## config.mk

```make
export PLATFORM = sky130hd
export DESIGN_NAME = timer_prescaler_ext_clock_sync
export DESIGN_NICKNAME = d
export VERILOG_FILES = /design/src/rtl/timer_prescaler_pkg.sv /design/src/rtl/ext_clock_sync.sv /design/src/rtl/timer_prescaler_ext_clock_sync.sv
export SDC_FILE = /design/constraint.sdc
export NUM_CORES = 1
export LEC_CHECK = 0
export BUFFER_PORTS_ARGS = -buffer_cell sky130_fd_sc_hd__buf_2
export CELL_PAD_IN_SITES_DETAIL_PLACEMENT = 1
export CELL_PAD_IN_SITES_GLOBAL_PLACEMENT = 1
export CORE_MARGIN = 4
export CORE_UTILIZATION = 32
export CTS_CLUSTER_DIAMETER = 40
export DETAILED_ROUTE_END_ITERATION = 6
export HOLD_SLACK_MARGIN = 0.1
export PLACE_DENSITY_LB_ADDON = 0.1
export SYNTH_ARGS = -nofsm -noshare
export SYNTH_HDL_FRONTEND = slang
export SYNTH_HIERARCHICAL = 1
export SYNTH_SLANG_ARGS = --single-unit
```

## constraint.sdc

```tcl
create_clock -name clk_sys -period 2.1 [get_ports clk_sys]
set_input_delay 0.21 -clock clk_sys [delete_from_list [all_inputs] [get_ports clk_sys]]
set_output_delay 0.21 -clock clk_sys [all_outputs]
set_load 0.01 [all_outputs]
```

## src/rtl/timer_prescaler_pkg.sv

```systemverilog
// Constants for the shared timer prescaler, external clock synchroniser
// and the 16-bit timer's compare and overflow flags.
// Assumes a 32-bit classic Wishbone slave with one register per aligned word.
//
// Operation
// [RL1] Each compare match flag is set on the timer tick after the count equalled its compare value.
// [RL2] A forced compare strobe never sets a compare match flag.
// [RL3] Every flag clears when its interrupt vector runs or when software writes a one to it.
// [RL4] The overflow flag is set on overflow in normal and clear-on-compare modes, else per mode.
// [RL5] Both timers share one prescaler with their own clock selects, and select 1 is the undivided clock.
// [RL6] The prescaler offers taps dividing the system clock by 8, 64, 256 and 1024.
// [RL7] The prescaler runs freely, so the first prescaled tick comes 1 to N+1 cycles after enabling.
// [RL8] The external clock pin is sampled every cycle by a high-phase latch, rising-edge flops and an edge detector.
// [RL9] Select 7 counts rising external edges and select 6 counts falling ones.
// [RL10] An external edge reaches the counter after 2.5 to 3.5 system cycles.
// [RL11] Software switches the external clock on or off only while the pin has been stable one cycle.
// [RL12] The external clock keeps each half period longer than one system cycle.
// [RL13] External pin edges go straight to the timer and never through the prescaler divider.
// [RL14] With sync hold mode set the prescaler reset bit keeps its value, and clearing the mode clears it.
// [RL15] Writing one to the prescaler reset bit resets the prescaler, and hardware clears it next unless held.
// [RL16] A flag set by hardware wins over a clear in the same cycle.
// [RL17] Select 0 stops the timer and selects 2 to 5 pick the taps in increasing divisor order.

package timer_prescaler_pkg;

    // ----------------------------------------------------------------------
    // Register map (byte addresses)
    // ----------------------------------------------------------------------
    localparam logic [7:0] ADDR_GENERAL_TIMER_CONTROL = 8'h00;
    localparam logic [7:0] ADDR_CLOCK_SELECT = 8'h04;
    localparam logic [7:0] ADDR_TIMER1_INTERRUPT_FLAGS = 8'h08;
    localparam logic [7:0] ADDR_TIMER1_INTERRUPT_MASK = 8'h0c;

    // ----------------------------------------------------------------------
    // Field positions
    // ----------------------------------------------------------------------
    localparam int BIT_SYNC_HOLD_MODE = 7;
    localparam int BIT_PRESCALER_RESET = 0;
    localparam int BIT_COMPARE_B_FLAG = 2;
    localparam int BIT_COMPARE_A_FLAG = 1;
    localparam int BIT_OVERFLOW_FLAG = 0;
    localparam int LSB_CLOCK_SELECT_T0 = 0;
    localparam int LSB_CLOCK_SELECT_T1 = 4;
    localparam logic [7:0] FLAG_MASK = 8'h07;

    // ----------------------------------------------------------------------
    // Reset values
    // ----------------------------------------------------------------------
    localparam logic [2:0] RESET_CLOCK_SELECT = 3'h0;
    localparam logic [2:0] RESET_FLAGS = 3'h0;
    localparam logic [2:0] RESET_MASK = 3'h0;
    localparam logic RESET_SYNC_HOLD = 1'b0;
    localparam logic RESET_PRESCALER_BIT = 1'b0;

    // ----------------------------------------------------------------------
    // Clock source select codes
    // ----------------------------------------------------------------------
    typedef enum logic [2:0] {
        CS_STOPPED = 3'h0,
        CS_DIV1 = 3'h1,
        CS_DIV8 = 3'h2,
        CS_DIV64 = 3'h3,
        CS_DIV256 = 3'h4,
        CS_DIV1024 = 3'h5,
        CS_EXT_FALL = 3'h6,
        CS_EXT_RISE = 3'h7
    } clock_source_type;

    // ----------------------------------------------------------------------
    // Prescaler divisors and waveform modes
    // ----------------------------------------------------------------------
    localparam int PRESCALER_WIDTH = 10;
    // Divisors are one bit wider than the counter so that 1024 fits.
    localparam logic [10:0] DIVISOR_8 = 11'h008;
    localparam logic [10:0] DIVISOR_64 = 11'h040;
    localparam logic [10:0] DIVISOR_256 = 11'h100;
    localparam logic [10:0] DIVISOR_1024 = 11'h400;
    localparam logic [3:0] WGM_NORMAL = 4'h0;
    localparam logic [3:0] WGM_CTC_COMPARE_A = 4'h4;
    localparam logic [3:0] WGM_CTC_CAPTURE = 4'hc;

endpackage

```

## src/rtl/ext_clock_sync.sv

```systemverilog
// External timer clock pin synchroniser and edge detector.
// Assumes the pin is an ordinary asynchronous input and clk_sys is free running.

`timescale 1ns/1ps

module ext_clock_sync
(
    input wire logic clk_sys, // System clock.
    input wire logic rst, // Asynchronous reset, active high.
    input wire logic clockEnable, // Freezes all state while low.
    input wire logic extPin, // External timer clock pin.
    output logic riseEdge, // High for one cycle after a rising edge.
    output logic fallEdge // High for one cycle after a falling edge.
);

    logic lowPhase;
    logic synced;
    logic previous;

    // ----------------------------------------------------------------------
    // Sampling
    // ----------------------------------------------------------------------

    // A falling-edge flop stands in for the latch that is transparent while the
    // clock is high: it holds what the latch held when it closed.
    always_ff @(negedge clk_sys or posedge rst)
    begin
        if (rst)
            lowPhase <= 1'b0;
        else if (clockEnable)
            lowPhase <= extPin; // RL8
    end

    // Rising-edge flops; only the second stage and the detector look further.
    always_ff @(posedge clk_sys or posedge rst)
    begin
        if (rst)
        begin
            synced <= 1'b0;
            previous <= 1'b0;
        end
        else if (clockEnable)
        begin
            synced <= lowPhase; // RL8
            previous <= synced;
        end
    end

    // Edge detector; the pin must stay steady over a full cycle to be seen.
    always_comb
    begin
        riseEdge = synced & ~previous; // RL9
        fallEdge = ~synced & previous; // RL9
    end

endmodule

```

## src/rtl/timer_prescaler_ext_clock_sync.sv

```systemverilog
// Shared timer prescaler, external clock pin handling, prescaler reset with
// sync hold mode, and the 16-bit timer's compare and overflow flags.
// Assumes the counting and waveform logic sits outside and consumes the tick
// outputs, and that software reaches the registers over classic Wishbone.
//
// Our own choices: the Wishbone interface to the registers and the register offsets.

`timescale 1ns/1ps

module timer_prescaler_ext_clock_sync
(
    input wire logic clk_sys, // System clock, 50 MHz.
    input wire logic rst, // Asynchronous reset, active high.
    input wire logic clockEnable, // Freezes all state while low.
    // Wishbone slave.
    input wire logic wb_cyc_i, // Bus cycle.
    input wire logic wb_stb_i, // Strobe.
    input wire logic wb_we_i, // Write enable.
    input wire logic [7:0] wb_adr_i, // Byte address.
    input wire logic [3:0] wb_sel_i, // Byte lane selects.
    input wire logic [31:0] wb_dat_i, // Write data.
    output logic [31:0] wb_dat_o, // Read data.
    output logic wb_ack_o, // Acknowledge.
    // External clock pins.
    input wire logic extTimer0ClockPin, // Timer 0 external clock pin.
    input wire logic extTimer1ClockPin, // Timer 1 external clock pin.
    // Timer 1 counter status.
    input wire logic [15:0] timerCountValue, // Timer 1 count.
    input wire logic [15:0] compareAValue, // Timer 1 compare A.
    input wire logic [15:0] compareBValue, // Timer 1 compare B.
    input wire logic [3:0] waveformModeSelect, // Timer 1 waveform mode.
    input wire logic overflowEvent, // Counter wraps on this tick.
    input wire logic modeOverflowEvent, // Mode-specific overflow point.
    input wire logic [2:0] vectorTaken, // Vector executed pulses, flag layout.
    // Outputs.
    output logic timer0Tick, // Timer 0 count enable pulse.
    output logic timer1Tick, // Timer 1 count enable pulse.
    output logic [2:0] interruptFlags, // Sticky flags: B, A, overflow.
    output logic irq // Level interrupt.
);

    // ----------------------------------------------------------------------
    // Declarations
    // ----------------------------------------------------------------------
    logic [timer_prescaler_pkg::PRESCALER_WIDTH-1:0] prescaleCount;
    logic [timer_prescaler_pkg::PRESCALER_WIDTH-1:0] next_prescaleCount;
    logic syncHoldMode;
    logic next_syncHoldMode;
    logic prescalerReset;
    logic next_prescalerReset;
    logic [2:0] clockSelect0;
    logic [2:0] next_clockSelect0;
    logic [2:0] clockSelect1;
    logic [2:0] next_clockSelect1;
    logic [2:0] flags;
    logic [2:0] next_flags;
    logic [2:0] mask;
    logic [2:0] next_mask;
    logic next_timer0Tick;
    logic next_timer1Tick;
    logic next_irq;
    logic next_ack;
    logic [31:0] next_datOut;
    logic busWrite;
    logic lane0Write;
    logic [3:0] tapTick;
    logic rise0;
    logic fall0;
    logic rise1;
    logic fall1;

    // ----------------------------------------------------------------------
    // Helpers
    // ----------------------------------------------------------------------

    // Tap tick: high in the last count of each period of the given divisor.
    function automatic logic tapAt(
        input logic [timer_prescaler_pkg::PRESCALER_WIDTH-1:0] count,
        input logic [timer_prescaler_pkg::PRESCALER_WIDTH:0] divisor
    );
        logic [timer_prescaler_pkg::PRESCALER_WIDTH:0] wideMask;
        logic [timer_prescaler_pkg::PRESCALER_WIDTH-1:0] lowMask;
        wideMask = divisor - 11'h001;
        lowMask = wideMask[timer_prescaler_pkg::PRESCALER_WIDTH-1:0];
        tapAt = (count & lowMask) == lowMask;
    endfunction

    // Tick for one timer from its clock select; edges bypass the divider.
    function automatic logic selectTick(
        input logic [2:0] select,
        input logic [3:0] taps,
        input logic rise,
        input logic fall
    );
        logic tick;
        tick = 1'b0;
        unique case (timer_prescaler_pkg::clock_source_type'(select))
            timer_prescaler_pkg::CS_STOPPED: tick = 1'b0; // RL17
            timer_prescaler_pkg::CS_DIV1: tick = 1'b1; // RL5
            timer_prescaler_pkg::CS_DIV8: tick = taps[0]; // RL17
            timer_prescaler_pkg::CS_DIV64: tick = taps[1];
            timer_prescaler_pkg::CS_DIV256: tick = taps[2];
            timer_prescaler_pkg::CS_DIV1024: tick = taps[3];
            timer_prescaler_pkg::CS_EXT_FALL: tick = fall; // RL9 RL13
            timer_prescaler_pkg::CS_EXT_RISE: tick = rise; // RL9 RL13
        endcase
        selectTick = tick;
    endfunction

    // ----------------------------------------------------------------------
    // External clock synchronisers
    // ----------------------------------------------------------------------

    // One synchroniser per pin; their edge pulses feed the tick flops below,
    // so an edge reaches the counter 2.5 to 3.5 cycles after the pin moved.
    ext_clock_sync sync0 // RL10
    (
        .clk_sys(clk_sys),
        .rst(rst),
        .clockEnable(clockEnable),
        .extPin(extTimer0ClockPin),
        .riseEdge(rise0),
        .fallEdge(fall0)
    );

    ext_clock_sync sync1
    (
        .clk_sys(clk_sys),
        .rst(rst),
        .clockEnable(clockEnable),
        .extPin(extTimer1ClockPin),
        .riseEdge(rise1),
        .fallEdge(fall1)
    );

    // ----------------------------------------------------------------------
    // Bus decode
    // ----------------------------------------------------------------------

    // A write takes effect on the edge where the master sees ack high.
    always_comb
    begin
        busWrite = wb_cyc_i & wb_stb_i & wb_we_i & wb_ack_o;
        lane0Write = busWrite & wb_sel_i[0];
    end

    // ----------------------------------------------------------------------
    // Prescaler and its reset control
    // ----------------------------------------------------------------------

    // The counter runs regardless of any clock select, so a freshly enabled
    // tap may tick after anything from 1 to N+1 cycles.
    always_comb
    begin
        next_syncHoldMode = syncHoldMode;
        next_prescalerReset = prescalerReset;
        if (lane0Write && wb_adr_i == timer_prescaler_pkg::ADDR_GENERAL_TIMER_CONTROL)
        begin
            next_syncHoldMode = wb_dat_i[timer_prescaler_pkg::BIT_SYNC_HOLD_MODE];
            next_prescalerReset = wb_dat_i[timer_prescaler_pkg::BIT_PRESCALER_RESET]
                & wb_dat_i[timer_prescaler_pkg::BIT_SYNC_HOLD_MODE]; // RL14 RL15
            if (wb_dat_i[timer_prescaler_pkg::BIT_PRESCALER_RESET])
                next_prescaleCount = '0; // RL15
            else
                next_prescaleCount = prescaleCount + 10'h001; // RL7
        end
        else
        begin
            if (!syncHoldMode)
                next_prescalerReset = 1'b0; // RL14 RL15
            if (prescalerReset)
                next_prescaleCount = '0; // RL14
            else
                next_prescaleCount = prescaleCount + 10'h001; // RL7
        end
    end

    // Taps of the shared divider, silenced while the reset bit holds it.
    always_comb
    begin
        tapTick[0] = tapAt(prescaleCount, timer_prescaler_pkg::DIVISOR_8); // RL6
        tapTick[1] = tapAt(prescaleCount, timer_prescaler_pkg::DIVISOR_64); // RL6
        tapTick[2] = tapAt(prescaleCount, timer_prescaler_pkg::DIVISOR_256); // RL6
        tapTick[3] = tapAt(prescaleCount, timer_prescaler_pkg::DIVISOR_1024); // RL6
    end

    // ----------------------------------------------------------------------
    // Timer ticks
    // ----------------------------------------------------------------------

    // Each timer keeps its own select over the one shared divider. While the
    // reset bit is held both timers stay halted so they can be set up safely.
    always_comb
    begin
        next_timer0Tick = selectTick(clockSelect0, tapTick, rise0, fall0)
            & ~prescalerReset; // RL5 RL14
        next_timer1Tick = selectTick(clockSelect1, tapTick, rise1, fall1)
            & ~prescalerReset; // RL5 RL14
    end

    // ----------------------------------------------------------------------
    // Configuration registers
    // ----------------------------------------------------------------------

    // Clock selects and interrupt mask; only byte lane 0 carries data.
    always_comb
    begin
        next_clockSelect0 = clockSelect0;
        next_clockSelect1 = clockSelect1;
        next_mask = mask;
        if (lane0Write && wb_adr_i == timer_prescaler_pkg::ADDR_CLOCK_SELECT)
        begin
            next_clockSelect0 = wb_dat_i[timer_prescaler_pkg::LSB_CLOCK_SELECT_T0 +: 3];
            next_clockSelect1 = wb_dat_i[timer_prescaler_pkg::LSB_CLOCK_SELECT_T1 +: 3];
        end
        if (lane0Write && wb_adr_i == timer_prescaler_pkg::ADDR_TIMER1_INTERRUPT_MASK)
            next_mask = wb_dat_i[2:0];
    end

    // ----------------------------------------------------------------------
    // Timer 1 flags
    // ----------------------------------------------------------------------

    // A match seen on a tick sets its flag on that tick, which is the timer
    // cycle after the count held the matching value. Forced compare strobes
    // never reach this logic, so they cannot set a flag.
    always_comb
    begin
        logic [2:0] setBits;
        logic [2:0] clearBits;
        logic normalOrCtc;
        setBits = 3'h0;
        clearBits = vectorTaken; // RL3
        normalOrCtc = waveformModeSelect == timer_prescaler_pkg::WGM_NORMAL
            || waveformModeSelect == timer_prescaler_pkg::WGM_CTC_COMPARE_A
            || waveformModeSelect == timer_prescaler_pkg::WGM_CTC_CAPTURE;
        if (timer1Tick)
        begin
            setBits[timer_prescaler_pkg::BIT_COMPARE_A_FLAG] =
                timerCountValue == compareAValue; // RL1 RL2
            setBits[timer_prescaler_pkg::BIT_COMPARE_B_FLAG] =
                timerCountValue == compareBValue; // RL1 RL2
            setBits[timer_prescaler_pkg::BIT_OVERFLOW_FLAG] =
                normalOrCtc ? overflowEvent : modeOverflowEvent; // RL4
        end
        if (lane0Write && wb_adr_i == timer_prescaler_pkg::ADDR_TIMER1_INTERRUPT_FLAGS)
            clearBits = clearBits | wb_dat_i[2:0]; // RL3
        next_flags = (flags & ~clearBits) | setBits; // RL16
        next_irq = |(next_flags & next_mask);
    end

    // ----------------------------------------------------------------------
    // Bus answer
    // ----------------------------------------------------------------------

    // Ack comes one cycle after the request and drops the cycle after, so
    // back-to-back requests cost two cycles each. Unmapped reads give zero.
    always_comb
    begin
        next_ack = wb_cyc_i & wb_stb_i & ~wb_ack_o;
        next_datOut = 32'h0000_0000;
        if (next_ack && !wb_we_i)
        begin
            unique case (wb_adr_i)
                timer_prescaler_pkg::ADDR_GENERAL_TIMER_CONTROL:
                begin
                    next_datOut[timer_prescaler_pkg::BIT_SYNC_HOLD_MODE] = syncHoldMode;
                    next_datOut[timer_prescaler_pkg::BIT_PRESCALER_RESET] = prescalerReset;
                end
                timer_prescaler_pkg::ADDR_CLOCK_SELECT:
                begin
                    next_datOut[timer_prescaler_pkg::LSB_CLOCK_SELECT_T0 +: 3] = clockSelect0;
                    next_datOut[timer_prescaler_pkg::LSB_CLOCK_SELECT_T1 +: 3] = clockSelect1;
                end
                timer_prescaler_pkg::ADDR_TIMER1_INTERRUPT_FLAGS:
                    next_datOut[2:0] = flags;
                timer_prescaler_pkg::ADDR_TIMER1_INTERRUPT_MASK:
                    next_datOut[2:0] = mask;
                default:
                    next_datOut = 32'h0000_0000;
            endcase
        end
    end

    // ----------------------------------------------------------------------
    // State registers
    // ----------------------------------------------------------------------

    // All state is frozen while the clock enable is low.
    always_ff @(posedge clk_sys or posedge rst)
    begin
        if (rst)
        begin
            prescaleCount <= '0;
            syncHoldMode <= timer_prescaler_pkg::RESET_SYNC_HOLD;
            prescalerReset <= timer_prescaler_pkg::RESET_PRESCALER_BIT;
            clockSelect0 <= timer_prescaler_pkg::RESET_CLOCK_SELECT;
            clockSelect1 <= timer_prescaler_pkg::RESET_CLOCK_SELECT;
            flags <= timer_prescaler_pkg::RESET_FLAGS;
            mask <= timer_prescaler_pkg::RESET_MASK;
            timer0Tick <= 1'b0;
            timer1Tick <= 1'b0;
            irq <= 1'b0;
            wb_ack_o <= 1'b0;
            wb_dat_o <= 32'h0000_0000;
        end
        else if (clockEnable)
        begin
            prescaleCount <= next_prescaleCount;
            syncHoldMode <= next_syncHoldMode;
            prescalerReset <= next_prescalerReset;
            clockSelect0 <= next_clockSelect0;
            clockSelect1 <= next_clockSelect1;
            flags <= next_flags;
            mask <= next_mask;
            timer0Tick <= next_timer0Tick;
            timer1Tick <= next_timer1Tick;
            irq <= next_irq;
            wb_ack_o <= next_ack;
            wb_dat_o <= next_datOut;
        end
    end

    // Flags are shown directly for the counter core and vector logic.
    always_comb
    begin
        interruptFlags = flags;
    end

endmodule

```

## Word level (Yosys, flattened, before mapping)

Index checks and enable logic that the tools add are counted.

- Add/subtract/negate cells: 1
- $mul: 0
- Div/mod/pow operators: 0
- Order comparisons: 0
- Eq/ne operators: 26
- Shift-type cells: 0
- Muxes and demuxes: 16
- Bitwise operators: 23
- Reductions and logical operators: 16

Operator list:

| kind | count |
|---|---|
| == test 16 bit | 2 |
| 2-to-1 mux 10 bit | 3 |
| == test 3 bit, second input constant | 9 |
| == test 8 x 4 -> 1 bit, second input constant | 2 |
| case mux 1 bit (8 select lines) | 2 |
| bitwise AND 1 bit | 12 |
| == test 3 x 2 -> 1 bit, second input constant | 4 |
| 2-to-1 mux 3 bit | 4 |
| adder 10 x 1 -> 10 bit, second input constant | 1 |
| == test 10 bit, second input constant | 1 |
| == test 8 x 3 -> 1 bit, second input constant | 1 |
| == test 8 bit, second input constant | 1 |
| zero test 8 bit | 1 |
| 2-to-1 mux 8 bit | 1 |
| bitwise AND 3 bit | 2 |
| == test 3 x 1 -> 1 bit, second input constant | 2 |
| == test 6 bit, second input constant | 1 |
| zero test 3 bit | 2 |
| inverter 1 bit | 6 |
| bitwise OR 3 bit | 2 |
| case mux 2 bit (3 select lines) | 1 |
| AND reduction 2 bit | 3 |
| logical AND 1 bit | 5 |
| == test 4 x 3 -> 1 bit, second input constant | 1 |
| other kinds (9) | 13 |

- Flip-flop bits (word level): 66
- Latch bits: 0
- RAM bits: 0
- ROM bits: 0
- Bits of input ports: 109
- Output and inout port bits: 39
- Logic and storage cells: 100
- Memories kept: 0

## Longest topological paths before layout

Gate-level depths: netlist (run 1).

- Word-level depth: 11
- Mapped depth: 7
- Gate-level depth less buffers: 7

## By module

Netlist (run 1), hierarchy kept.

By module, submodules not included:

| module | instances | cells each | area each (µm²) | sequential area each (µm²) |
|---|---|---|---|---|
| timer_prescaler_ext_clock_sync | 1 | 262 | 2454.9 | 875.8 |
| ext_clock_sync | 2 | 9 | 125.1 | 75.1 |

==> results.yml, run 1 <==
critical_path:
  arrival_ns: 1.97
  endpoint_kind: "register"
  r2r_start: "wb_ack_o"
  startpoint: "wb_ack_o"
  critPathKind: "register to register"
  critPathLaunchType: "register"
  path_max_fanout: 4
  required_ns: 2.26
run_status:
  status: "finished, final reports clean"
cts:
  cts_buffer_depth: 2
  cts-buffers-inserted: 5
  h-tree-depth: 2
  worst_skew_pair.late_latency_ns: 0.30
  cts_tree: "done"
  clkTransAtPathRegs_ns: 0.08
  cts_setup_buffers: 0
  root_buffer: "clkbuf_8"
  cts_sinks: 41
yosys:
  synth-compound-area-share_pct: 11.6
  synth-simple-area-share_pct: 15.3
  ys_async_sr_fraction_pct: 100
  synthXorXnorAreaFrac_pct: 11.0
  syn-cell-area_um2: 2710
  synth_edf_count: 0
  synth_cell_types: 44
  synth_top_family_by_area: "simple AND/OR/NAND/NOR gates"
  synthFlopType: "dfrtp_1"
  synth_cells: 280
  ys_ff_latch: 41
  muxShareOfSynthArea_pct: 12.1
  synth-seq-area-share_pct: 37.9
  yosys_warnings: 6
  syn-mean-instance-area_um2: 9.66
  synth_fa_ha_area_share_pct: 0.925
sta:
  fin_skew_ns: 0.00927
  hold_violations: 0
  fin_crit_ns: 1.81
  fin_crit_sh_pct: 86.4
  grt_setup_unrepaired: "false"
  tns_ns: 0
  finalSetupViolCount: 0
  timing.fmax_ghz: 0.551
  slew_viol_final: 0
die:
  rows: 33
  pin_count: 148
  design.die.area_um2: 9990
  start_util_pct: 32.9
  die_y_um: 99.9
  die_x_um: 99.9
  fp.coreArea_um2: 8220
final_layout:
  finalInstanceArea_um2: 3340
  final_common_cell: "buf_2"
  diodes: 0
  layout-drive-gt1-share_pct: 37.5
  area_growth_pct: 23.6
  mostFrequentLayoutCells: "buf_2, dfrtp_1, xnor2_1"
  nets: 491
hold_path:
  hp-class: "primary input to register"
  hp-start: "wb_dat_i[6]"
pwr:
  p_per_area_nw_per_um2: 633
  p_leak_nw: 1.56
  ir_drop_v: 0.000250
place:
  gp_congestion: 0.734
  io_buffer_count: 94
  placed_cell_area_um2: 3210
  hpwl_um: 5630
global_route:
  grt.total_usage_pct: 14.3
  grt_max_degree: 45
  grt_pass1_wl_um: 11500
  antenna_found_initial: 0
  grt_overflow: 0
  grt_pass1_vias: 2458
drt:
  drtIter0Drc: 63
  wire_per_inst_um: 14.3
  num_vias: 2300
  drtAntennaViolNets: 0
  drtPass1Iterations: 4
  drt-total-wl_um: 6950
  drc: 0
  vias_per_cell: 4.73
flow_run:
  cap_violations: 0
[worst max-delay path, stage by stage, from the launching register on]
cell	delay (ns)
dfrtp_1	0.40
and3_1	0.27
nand3_1	0.10
nor2_1	0.24
mux2_2	0.36
a31oi_1	0.18
o221ai_1	0.13
[metrics by stage]
stage	power [W]	util (%)	hold WS (ns)	setup WS, ns	instances
CTS	0.00215	40.6	0.134	0.212	486
finish	0.00212	40.7	0.141	0.286	486
floorplan	0.00132	-	-0.0364	0.366	304
detailed placement	0.00147	39.1	0.108	0.190	477
global route	0.00225	40.7	0.136	0.0724	486
global placement	0.00145	39.1	0.104	0.205	477
[cell usage after synthesis, drive strengths merged (3+ instances only)]
library cell | instances | area [um^2]
xnor2 | 33 | 289
dfrtp | 39 | 976
a31oi | 5 | 31.3
nor4 | 3 | 33.8
nand2b | 4 | 25.0
buf | 27 | 204
o22ai | 5 | 31.3
nor2b | 6 | 37.5
mux2 | 24 | 274
o31ai | 3 | 37.5
clkbuf | 3 | 11.3
nand4 | 10 | 68.8
mux2i | 3 | 30.0
nor2 | 13 | 48.8
nand3 | 12 | 65.1
nand2 | 18 | 75.1
inv | 20 | 75.1
a21oi | 11 | 55.1
o21ai | 17 | 85.1
[sequential cells by signal, indices dropped and copies added, names as in the netlist]
name            count
irq                 1
timer1Tick          1
syncHoldMode        1
mask                3
timer0Tick          1
clockSelect1        3
clockSelect0        3
sync0/previous      1
sync0/lowPhase      1
sync1/synced        1
interruptFlags      3
sync1/lowPhase      1
wb_dat_o            7
wb_ack_o            1
prescaleCount      10
sync1/previous      1
sync0/synced        1
prescalerReset      1
[timing repair]
item / in CTS / in global routing
endpoints found under the hold margin: 39 / 0
hold buffers: 1 / 0
resized for setup: 0 / 1
endpoints found under the setup margin: 0 / 1
[final timing paths]
check / end / slack [ns] / depth (start not counted)
worst max-delay path: irq / 0.29 / 6
worst min-delay path: clockSelect1[2] / 0.14 / 2
worst max register to register: irq / 0.29 / 6
worst min register to register: sync1/lowPhase / 0.46 / 1
max in group asynchronous: sync1/lowPhase / 0.66 / 3
min in group asynchronous: sync0/synced / 0.34 / 3
[cell families (layout without fill, tap and decap cells)]
logic type	after synthesis	in the layout
DFF	41	41
other	1	25
adders and majority gates	2	2
xor gates and xnor gates	34	34
muxes	28	28
AOI/OAI and AO/OA	49	49
and+or+nand+nor	74	74
buffers and inverters	51	128
[where the power goes]
part	switching, W	internal (W)
clock network	0.000277	0.000388
logic	0.000241	0.000229
registers	0.000102	0.000881
total	0.000620	0.00150
[metal layers]
| metal | vias up | GRT usage, % | share of wire [%] |
|---|---|---|---|
| met2 | 88 | 24.0 | 46 |
| met5 | - | 0 | 0 |
| met3 | 7 | 5.00 | 9.1 |
| li1 | 1128 | - | - |
| met4 | 0 | 3.78 | 1.2 |
| met1 | 1077 | 17.4 | 43 |
[layout make-up]
type | instances | area [um^2]
Clock buffer | 7 | 86.3
Clock inverter | 1 | 30.0
Fill cell | 1013 | 4870
Inverter | 21 | 83.8
Multi-Input combinational cell | 212 | 1480
Sequential cell | 41 | 1030
Tap cell | 105 | 131
Timing Repair Buffer | 99 | 510
No activity file was read; power rests on OpenSTA's default activity.
==> run 2: changes to the inputs <==
--- a/config.mk
+++ b/config.mk
@@ -15,4 +15,5 @@
 export HOLD_SLACK_MARGIN = 0.1
 export PLACE_DENSITY_LB_ADDON = 0.1
+export SETUP_SLACK_MARGIN = 0.5
 export SYNTH_ARGS = -nofsm -noshare
 export SYNTH_HDL_FRONTEND = slang
==> constraint.sdc (replaced) <==
create_clock -name clk_sys -period 2.1 [get_ports clk_sys]
set_input_delay 0.42 -clock clk_sys [delete_from_list [all_inputs] [get_ports clk_sys]]
set_output_delay 0.42 -clock clk_sys [all_outputs]
set_load 0.01 [all_outputs]
==> results.yml, run 2 (same netlist as run 1, synthesis figures left out) <==
critical_path:
  endpoint_kind: "register"
  critPathBufInv: 0
  critPathKind: "register to register"
  r2r_end: "sync0/synced"
  arrival_ns: 1.96
  r2r_cells: 1
  path_max_fanout: 2
  cpMaxStageDelayCell: "dfrtn_1"
  critPathMaxStageDelay_ns: 0.35
  required_ns: 2.29
  startpoint: "sync0/lowPhase"
  cp-endpoint: "sync0/synced"
  critPathLaunchType: "register"
  r2r_start: "sync0/lowPhase"
  cp_top_family: "flip-flops"
  cp_cell_sequence: "mux2_4"
  reg2reg_slack_ns: 0.33
  crit_cells: 1
die:
  die_x_um: 99.9
  start_util_pct: 32.9
  design.die.area_um2: 9990
  rows: 33
  die_y_um: 99.9
  pin_count: 148
  fp.coreArea_um2: 8220
global_route:
  grt.total_usage_pct: 15.5
  antenna_found_initial: 0
  grt_overflow: 0
  grt_max_degree: 36
  grt_pass1_wl_um: 12300
  grt_pass1_vias: 2578
final_layout:
  finalInstanceArea_um2: 3730
  layout-drive-gt1-share_pct: 45.4
  final_common_cell: "buf_2"
  n_fill_cell: 976
  nets: 511
  mostFrequentLayoutCells: "buf_2, dfrtp_1, xnor2_1"
  diodes: 0
  reg_top3: "prescaleCount: 10 flops, wb_dat_o: 7 flops"
  seq_area_um2: 1030
  largest_register_ffs: 10
  multi_input_area_um2: 1660
  top_register: "prescaleCount"
  final_util_pct: 45.4
  area_growth_pct: 37.8
pwr:
  p_leak_nw: 1.72
  internal_power_w: 0.00158
  ir_drop_v: 0.000251
  power_frac_comb_pct: 26.3
  clockPowerShare_pct: 30.0
  p_per_area_nw_per_um2: 610
  seq_power_share_pct: 43.7
  p_sw_w: 0.000699
  swShare_pct: 30.7
sta:
  finalSetupViolCount: 0
  hold_violations: 0
  worst_slack_ns: 0.328
  slew_viol_final: 0
  tns_ns: 0
  grt_setup_unrepaired: "true"
  fin_skew_ns: 0.00589
cts:
  cts-buffers-inserted: 5
  clkTransAtPathRegs_ns: 0.09
  cts_buffer_depth: 2
  root_buffer: "clkbuf_8"
  h-tree-depth: 2
  worst_skew_pair.late_latency_ns: 0.30
  cts_sinks: 41
  cts_tree: "done"
run_status:
  status: "finished, final reports clean"
drt:
  vias_per_cell: 4.72
  drtAntennaViolNets: 0
  drt-total-wl_um: 7670
  drc: 0
  drtIter0Drc: 55
  num_vias: 2386
  wire_per_inst_um: 15.2
  drtPass1Iterations: 4
flow_run:
  cap_violations: 0
place:
  place_ws_ns: 0.0333
  placed_cell_area_um2: 3290
  gp_congestion: 0.732
  io_buffer_count: 94
  hpwl_um: 5960
hold_path:
  hp-class: "primary input to async pin"
==> run 2: cell types whose count changed in the layout (fill, tap and decap cells not counted), sizes merged <==
| cell | before | now |
|---|---|---|
| dlygate4sd3 | 1 | 2 |
| buf | 98 | 117 |
==> run 2: cell type report <==
| cell class | instances | area share (%) |
|---|---|---|
| multi-input combinational | 212 | 44.5 |
| inverter | 21 | 2.25 |
| timing repair buffer | 119 | 19.1 |
| sequential | 41 | 27.5 |
| tap | 105 | 3.52 |
| clock inverter | 1 | 0.805 |
| clock buffer | 7 | 2.32 |
==> run 2: tightest hold or removal path, delay by kind of cell <==
family / cells / cell delay, ns
buffers and inverters: 3 / 0.56
==> run 2: what timing repair did <==
action	4_1_cts	5_1_grt
pin swaps	9	15
buffers inserted	13	5
hold buffers	2	0
resized for setup	14	22
endpoints found under the hold margin	4	0
setup endpoints to repair	17	27
==> run 2: power by group through the flow <==
stage          Sequential (W)  Clock (W)  Combinational, W
2_1_floorplan        0.000976          0          0.000354
3_3_place_gp         0.000995          0          0.000469
3_5_place_dp         0.000997          0          0.000486
4_1_cts              0.000981   0.000705          0.000571
5_1_grt               0.00101   0.000731          0.000667
6_report             0.000994   0.000683          0.000598
==> run 2: worst min path at each step <==
stage | from | to
after global routing | rst | clockSelect1[2]
after floorplan | rst | sync0/previous
final | rst | clockSelect1[0]
after CTS | rst | clockSelect1[1]
after global placement | rst | sync0/synced
after detailed placement | rst | sync1/synced
==> run 2: layer usage <==
metal  global-route usage [%]  share of wire [%]  up-vias
met1                     19.5                 42     1159
met4                     3.78               0.86        0
li1                         -                  -     1160
met2                     26.7                 52       58
met5                        0                  0        -
met3                     3.68                5.0        9
==> run 2: metrics by stage <==
step	cells	total power, W	hold WS, ns
6_report	506	0.00228	0.242
5_1_grt	506	0.00240	0.308
4_1_cts	501	0.00226	0.263
3_5_place_dp	478	0.00148	0.313
3_3_place_gp	478	0.00146	0.313
2_1_floorplan	304	0.00133	0.174
